**src/rtl/asc_pkg.sv**
```systemverilog
// Constants for the converter sample/convert sequencer.
// Assumes a single 25 MHz clock domain.
package asc_pkg;
  // ------------------------------------------------------------
  // Field layout of control register one
  // ------------------------------------------------------------
  localparam int unsigned DONE_BIT = 0;
  localparam int unsigned SMPL_BIT = 1;
  localparam int unsigned AUTO_BIT = 2;
  localparam int unsigned CLRA_BIT = 4;
  localparam int unsigned CTRL_W = 8;
  // ------------------------------------------------------------
  // Trigger source codes and timing
  // ------------------------------------------------------------
  localparam int unsigned SRC_W = 3;
  localparam logic [SRC_W-1:0] SRC_MANUAL = 3'h0;
  localparam int unsigned CLK_MHZ = 25;
  localparam int unsigned CONV_NS = 480;
  localparam int unsigned CONV_CYC = (CONV_NS * CLK_MHZ) / 1000;
  localparam int unsigned SMPL_NS = 80;
  localparam int unsigned SMPL_CYC = (SMPL_NS * CLK_MHZ + 999) / 1000;
  localparam int unsigned CNT_W = 8;
  localparam int unsigned SEQ_W = 4;
  localparam logic [SEQ_W-1:0] SEQ_ONE = 4'h1;
  typedef enum logic [1:0] {
    ASC_IDLE,
    ASC_SAMPLE,
    ASC_CONVERT
  } asc_state_e;
endpackage

```
**src/rtl/asc_ctrl.sv**
```systemverilog
// Sample and conversion sequencer for the converter.
// Assumes control writes arrive as one-cycle strobes on mclk and that
// trigger events come from logic on the same clock.
`timescale 1ns/1ps
`default_nettype none

// Behaviour
// - Stop-after-first-interrupt halts sequence at interrupt
// - Stop-after-first-interrupt clears auto-sample-start in hardware
// - Without stop bit, sequences keep overwriting results
// - Auto-sample restarts sampling after each conversion
// - Auto-sample sets sample-active on each start
// - Manual mode samples only when software sets bit
// - Sample-active reads one while sampling
// - Manual trigger: writing zero starts conversion
// - Nonzero trigger: hardware ends sampling itself
// - Done flag set when conversion finishes
// - Done clear leaves operations untouched
// - Done cleared when new conversion starts
module asc_ctrl
  import asc_pkg::*;
(
  input wire logic mclk,
  input wire logic rst_n,
  input wire logic module_on,
  input wire logic [SRC_W-1:0] conversion_trigger_source,
  input wire logic [SEQ_W-1:0] convs_per_irq,
  input wire logic trigger_event,
  input wire logic wr_stop_after_first_irq,
  input wire logic wdata_stop_after_first_irq,
  input wire logic wr_auto_sample_start,
  input wire logic wdata_auto_sample_start,
  input wire logic wr_sample_active,
  input wire logic wdata_sample_active,
  input wire logic wr_done,
  input wire logic wdata_done,
  output logic stop_after_first_irq,
  output logic auto_sample_start,
  output logic sample_active,
  output logic done,
  output logic [CTRL_W-1:0] converter_control_one,
  output logic conv_start,
  output logic converter_irq
);

  // ------------------------------------------------------------
  // State
  // ------------------------------------------------------------
  asc_state_e state;
  asc_state_e next_state;
  logic [CNT_W-1:0] cnt;
  logic [CNT_W-1:0] next_cnt;
  logic [SEQ_W-1:0] seq_cnt;
  logic halted;

  // ------------------------------------------------------------
  // Decode
  // ------------------------------------------------------------
  wire manual_src = (conversion_trigger_source == SRC_MANUAL);
  wire in_idle = (state == ASC_IDLE);
  wire in_smpl = (state == ASC_SAMPLE);
  wire in_conv = (state == ASC_CONVERT);
  wire cnt_zero = (cnt == '0);
  wire conv_end = module_on && in_conv && cnt_zero;
  wire seq_last = (seq_cnt + SEQ_ONE >= convs_per_irq);
  wire irq_now = conv_end && seq_last;
  wire stop_now = irq_now && stop_after_first_irq;
  wire sw_start = wr_sample_active && wdata_sample_active &&
                  !auto_sample_start && in_idle;
  wire auto_start = auto_sample_start && !stop_now &&
                    (in_idle || conv_end);
  wire man_end = manual_src && wr_sample_active &&
                 !wdata_sample_active;
  wire trig_end = !manual_src && trigger_event &&
                  cnt_zero;
  wire smpl_end = module_on && in_smpl && (man_end || trig_end);

  always_comb begin
    next_state = state;
    next_cnt = cnt;
    if (cnt != '0) begin
      next_cnt = cnt - 1'b1;
    end
    unique case (state)
      ASC_IDLE: begin
        if (module_on && (sw_start || auto_start)) begin
          next_state = ASC_SAMPLE;
          next_cnt = CNT_W'(SMPL_CYC);
        end
      end
      ASC_SAMPLE: begin
        if (!module_on) begin
          next_state = ASC_IDLE;
        end else if (smpl_end) begin
          next_state = ASC_CONVERT;
          next_cnt = CNT_W'(CONV_CYC - 1);
        end
      end
      ASC_CONVERT: begin
        if (!module_on) begin
          next_state = ASC_IDLE;
        end else if (conv_end) begin
          next_state = auto_start ? ASC_SAMPLE : ASC_IDLE;
          next_cnt = CNT_W'(SMPL_CYC);
        end
      end
    endcase
  end

  always_ff @(posedge mclk or negedge rst_n) begin
    if (!rst_n) begin
      state <= ASC_IDLE;
      cnt <= '0;
    end else begin
      state <= next_state;
      cnt <= next_cnt;
    end
  end

  // ------------------------------------------------------------
  // Sequence counter and halt marker
  // ------------------------------------------------------------
  always_ff @(posedge mclk or negedge rst_n) begin
    if (!rst_n) begin
      seq_cnt <= '0;
      halted <= 1'b0;
    end else begin
      if (irq_now || !module_on) begin
        seq_cnt <= '0;
      end else if (conv_end) begin
        seq_cnt <= seq_cnt + SEQ_ONE;
      end
      if (stop_now) begin
        halted <= 1'b1;
      end else if (next_state == ASC_SAMPLE) begin
        halted <= 1'b0;
      end
    end
  end

  // ------------------------------------------------------------
  // Control bits
  // ------------------------------------------------------------
  always_ff @(posedge mclk or negedge rst_n) begin
    if (!rst_n) begin
      stop_after_first_irq <= 1'b0;
      auto_sample_start <= 1'b0;
    end else begin
      if (wr_stop_after_first_irq) begin
        stop_after_first_irq <= wdata_stop_after_first_irq;
      end
      // Hardware clear wins over a write
      if (stop_now) begin
        auto_sample_start <= 1'b0;
      end else if (wr_auto_sample_start) begin
        auto_sample_start <= wdata_auto_sample_start;
      end
    end
  end

  assign sample_active = in_smpl;

  // ------------------------------------------------------------
  // Done flag and event outputs
  // ------------------------------------------------------------
  always_ff @(posedge mclk or negedge rst_n) begin
    if (!rst_n) begin
      done <= 1'b0;
      conv_start <= 1'b0;
      converter_irq <= 1'b0;
    end else begin
      conv_start <= smpl_end;
      converter_irq <= irq_now;
      // Set on finish, set wins over clear
      if (conv_end) begin
        done <= 1'b1;
      end else if (smpl_end) begin
        done <= 1'b0;
      end else if (wr_done && !wdata_done) begin
        done <= 1'b0;
      end
    end
  end

  assign converter_control_one = {
    3'h0, stop_after_first_irq, 1'b0, auto_sample_start,
    sample_active, done};

  // ------------------------------------------------------------
  // Checks
  // ------------------------------------------------------------
  a_done_on_end:
    assert property (@(posedge mclk) disable iff (!rst_n)
      conv_end |=> done)
    else $error("done not set after conversion end");
  a_done_clr_start:
    assert property (@(posedge mclk) disable iff (!rst_n)
      smpl_end |=> !done && conv_start)
    else $error("done not cleared at conversion start");
  a_auto_hw_clear:
    assert property (@(posedge mclk) disable iff (!rst_n)
      stop_now |=> !auto_sample_start && converter_irq)
    else $error("auto sample start not cleared");
  a_stop_halts:
    assert property (@(posedge mclk) disable iff (!rst_n)
      stop_now |=> in_idle [*2])
    else $error("sequence did not halt");
  a_auto_restart:
    assert property (@(posedge mclk) disable iff (!rst_n)
      conv_end && auto_sample_start && !stop_now |=> sample_active)
    else $error("no automatic resample");
  a_manual_end:
    assert property (@(posedge mclk) disable iff (!rst_n)
      module_on && in_smpl && manual_src && wr_sample_active &&
      !wdata_sample_active |=> in_conv)
    else $error("manual end ignored");
  a_trig_hold:
    assert property (@(posedge mclk) disable iff (!rst_n)
      in_smpl && !manual_src && !trigger_event && module_on
      |=> sample_active)
    else $error("sampling ended without trigger");
  a_sw_start:
    assert property (@(posedge mclk) disable iff (!rst_n)
      in_idle && !auto_sample_start && !(wr_sample_active &&
      wdata_sample_active) |=> !sample_active)
    else $error("sampling began without software");
  a_conv_len:
    assert property (@(posedge mclk) disable iff (!rst_n)
      smpl_end |-> ##[1:20] conv_end || !module_on)
    else $error("conversion too long");
  c_auto_seq:
    cover property (@(posedge mclk) conv_end && auto_start);
  c_stop_irq:
    cover property (@(posedge mclk) stop_now);
  c_manual_conv:
    cover property (@(posedge mclk) smpl_end && manual_src);
  c_done_clear:
    cover property (@(posedge mclk) done && wr_done && !wdata_done);
  c_grouped_irq:
    cover property (@(posedge mclk) irq_now && seq_cnt != '0);

  // ------------------------------------------------------------
  // Sequence and interrupt checks
  // ------------------------------------------------------------
  a_halt_idle:
    assert property (@(posedge mclk) disable iff (!rst_n)
      halted |-> in_idle)
    else $error("sequence running after stop");
  a_conv_keeps:
    assert property (@(posedge mclk) disable iff (!rst_n)
      in_conv && !cnt_zero && module_on && wr_done && !wdata_done
      |=> in_conv)
    else $error("done clear disturbed conversion");
  a_done_holds:
    assert property (@(posedge mclk) disable iff (!rst_n)
      done && !smpl_end && !(wr_done && !wdata_done) |=> done)
    else $error("done dropped without clear");
  a_irq_source:
    assert property (@(posedge mclk) disable iff (!rst_n)
      converter_irq |-> $past(conv_end))
    else $error("interrupt without conversion end");
  a_irq_every:
    assert property (@(posedge mclk) disable iff (!rst_n)
      conv_end && convs_per_irq <= SEQ_ONE |=> converter_irq)
    else $error("interrupt missing after conversion");
  a_irq_group:
    assert property (@(posedge mclk) disable iff (!rst_n)
      conv_end && !seq_last |=> !converter_irq)
    else $error("interrupt raised inside sequence");
  a_off_idle:
    assert property (@(posedge mclk) disable iff (!rst_n)
      !module_on |=> !sample_active)
    else $error("sampling while module off");
  a_auto_sets:
    assert property (@(posedge mclk) disable iff (!rst_n)
      in_idle && auto_sample_start && module_on |=> sample_active)
    else $error("auto start did not set sampling");
  a_keep_going:
    assert property (@(posedge mclk) disable iff (!rst_n)
      irq_now && !stop_after_first_irq && auto_sample_start
      |=> sample_active)
    else $error("sequence stopped without stop bit");
  a_start_one:
    assert property (@(posedge mclk) disable iff (!rst_n)
      sw_start && module_on |=> sample_active)
    else $error("software start ignored");
  a_cs_pulse:
    assert property (@(posedge mclk) disable iff (!rst_n)
      conv_start |=> !conv_start)
    else $error("conversion start longer than one cycle");

endmodule // asc_ctrl

`default_nettype wire

```
**config.mk**
```make
export PLATFORM = sky130hd
export DESIGN_NAME = asc_ctrl
export DESIGN_NICKNAME = d
export VERILOG_FILES = /design/src/rtl/asc_pkg.sv /design/src/rtl/asc_ctrl.sv
export SDC_FILE = /design/constraint.sdc
export NUM_CORES = 1
export LEC_CHECK = 0
export ABC_AREA = 1
export CAP_MARGIN = 20
export CORE_MARGIN = 10
export CORE_UTILIZATION = 57
export DETAILED_ROUTE_END_ITERATION = 10
export DONT_BUFFER_PORTS = 1
export GPL_TIMING_DRIVEN = 0
export PLACE_DENSITY = 0.8
export SYNTH_ARGS = -nofsm -noshare
export SYNTH_HDL_FRONTEND = slang
export SYNTH_SLANG_ARGS = --single-unit
export TNS_END_PERCENT = 50
```
**constraint.sdc**
```tcl
create_clock -name mclk -period 2.5 [get_ports mclk]
set_input_delay 0.5 -clock mclk [delete_from_list [all_inputs] [get_ports mclk]]
set_output_delay 0.5 -clock mclk [all_outputs]
set_load 0.05 [all_outputs]
```
==> impl_metrics.yaml <==
outcome:
  status: "finished, final reports clean"
logic_synthesis:
  synth-xor-area-share_pct: 3.182
  synth-simple-area-share_pct: 30.73
  synthMuxAreaShare_pct: 0.8182
  synth_cell_type_count: 28
  synthesis.instances: 174
  avgSynthCellArea_um2: 7.910
  ys_async_sr_fraction_pct: 100.0
  ys.flop_type: "dfrtp_1"
  synth_edf_count: 0
  ys_warn_count: 0
  seq_area_frac_synth_pct: 34.55
  synth.cell_area_mm2: 0.001376
  yosys.area_share.adder_pct: 8.182
  synth_top_area_share_pct: 34.55
  synth.area.top_cells: "dfrtp_1, nand2_1, inv_1"
  synth_seq_cells: 19
  synth_top_family_by_area: "simple AND/OR/NAND/NOR gates"
  synth_area_leader_cell: "dfrtp_1"
  synth_compound_area_share_pct: 8.364
clock_network:
  cts_tree: "done"
  cts.clk_slew.worst_paths_ps: 100
  hold_buffers: 1
  htree_levels: 1
  cts_buffer_depth: 2
  post_cts_resized: 0
  insertion_delay_ps: 290
  post_cts_buffers: 0
  numCtsBuffers: 3
  cts-root-buf: "clkbuf_4"
  clkSinkCount: 19
sta:
  hold_viol_final: 0
  finClkSkew_ps: 2.148
  post-route-period-util_pct: 87.95
  maxSlewViolCount: 0
  rsz0062_at_grt: "no"
  tightest_slew_ps: 890.4
  finalCriticalPeriod_ps: 2199
  finalSetupTns_ps: 0
  setup_viol_count_final: 0
  relSlewSlack_pct: 40.44
  max_freq_mhz: 454.8
power_and_ir_drop:
  pwr_density_cell_mw_per_mm2: 1058
  design_power_total_uw: 1544
  leakage_uw: 0.0008357
  peakVddDrop_mv: 0.5484
min_path:
  min_from: "wdata_stop_after_first_irq"
  hold_path.class: "in2reg"
route:
  postRouteAntennaNets: 0
  wl_per_cell_um: 13.31
  first_pass_iters: 4
  totalWireLength_um: 2795
  first_iter_violations: 70
  drc_errors: 0
  num_vias: 1096
  vias_per_cell: 5.219
worst_setup_path:
  required_ps: 2000
  critPathSlowestCell: "ha_1"
  crit_type: "reg2out"
  rr_startpoint: "seq_cnt[0]$_DFFE_PN0P_"
  crit_arrival_ps: 1700
  startpoint: "state[1]$_DFFE_PN0P_"
  worst-r2r-setup-slack_ps: 320
  crit_fanout: 6
  cp-start-kind: "flop"
  path_cells: "inv_1, ha_1, buf_4"
  slowest_delay_ps: 590
  cp-end-kind: "output pin"
floorplanning:
  core_mm2: 0.002255
  std_cell_rows: 17
  num_io_pins: 33
  initial_utilization_pct: 61.04
  die_h_um: 69.14
  dieWidth_um: 69.14
  dieArea_mm2: 0.004780
place:
  dp_cells: 205
  io_buffers: 0
  gp_congestion: 0.8644
  hpwlAfterDp_um: 2321
cells_and_area:
  n_antenna_cell: 0
  nets: 211
  final_cell_mix: "nand2_1, inv_1, dfrtp_1, nand3_1, nor2_1"
  area_growth_pct: 6.000
  final-seq-area_um2: 475.5
  multi_input_area_um2: 720.7
  stdcell_count: 210
  fin_util_pct: 64.71
  final_common_cell: "nand2_1"
  drive_above_1_share_pct: 17.58
  fillers: 207
global_routing:
  grt_usage_pct: 11.73
  grt_pass1_vias: 1152
  grt_start_max_net_pins: 20
  antenna_found_initial: 0
  grt_pass1_wl_um: 4940
  grt.overflow.total: 0
job:
  cap_violations: 0
==> stage by stage <==
step | setup WS (ps) | hold slack [ps] | instance area (um2)
5_1_grt | 124.5 | 343.8 | 1459
3_3_place_gp | 411.0 | 205.0 | 1423
2_1_floorplan | 546.4 | 204.4 | 1388
3_5_place_dp | 344.0 | 205.2 | 1423
4_1_cts | 283.8 | 344.1 | 1459
6_report | 301.2 | 353.3 | 1459
==> routing by layer <==
metal	share of wire, %	vias up	track usage, %
li1	-	551	-
met1	39	497	12.16
met2	50	44	20.06
met3	9.8	4	4.708
met4	1.0	0	5.543
met5	0	-	0
==> power by group <==
part           switching (uW)  leakage [uW]  internal [uW]
Combinational             630      0.000571            297
Clock                    90.3     0.0000150           62.0
Sequential               80.7      0.000250            384
==> cell usage after synthesis (2+ instances only) <==
cell type	count
xnor2_1	2
nand2_1	35
o21ai_0	8
nor2_1	11
nand2_2	6
a21oi_1	5
nand3_4	3
nor2_4	2
nor3_1	2
xor2_1	3
ha_1	9
inv_2	4
nand3_1	12
buf_4	8
a32o_1	2
dfrtp_1	19
inv_1	31
nand4_1	2
==> cell type report <==
| class | count | share of cell area, % |
|---|---|---|
| plain buffers | 8 | 4.117 |
| inverters | 35 | 9.005 |
| well taps | 28 | 2.401 |
| repair buffers | 1 | 0.6861 |
| clock buffers | 4 | 1.801 |
| flip-flops and latches | 19 | 32.59 |
| multi-input cells | 115 | 49.40 |
==> cells by family (layout without fill, tap and decap cells) <==
group | after synthesis | count (layout)
simple gates | 78 | 78
mux | 1 | 1
buf+inv | 43 | 48
fa+ha+maj | 9 | 9
xor+xnor | 5 | 5
other cells | 1 | 4
compound gates | 18 | 18
flops | 19 | 19
==> critical path: cells and delay by family, from the launching register on <==
family | cells | cell delay [ps]
fa+ha+maj | 1 | 590
flops | 1 | 420
buf+inv | 2 | 410
==> final timing paths <==
check / depth (start not counted) / end
worst max register to register: 16 / state[1]$_DFFE_PN0P_
worst min register to register: 1 / seq_cnt[3]$_DFFE_PN0P_
max in group asynchronous: 1 / cnt[6]$_DFF_PN0_
worst max-delay path: 3 / converter_control_one[1]
worst min-delay path: 1 / stop_after_first_irq$_DFFE_PN0P_
min in group asynchronous: 1 / state[0]$_DFFE_PN0P_
==> sequential cells by signal (all words and copies together), names as in the netlist <==
register              flops
seq_cnt                   4
state                     2
converter_irq             1
conv_start                1
cnt                       8
stop_after_first_irq      1
done                      1
auto_sample_start         1
Note: power is estimated with default switching activity, not from simulation.
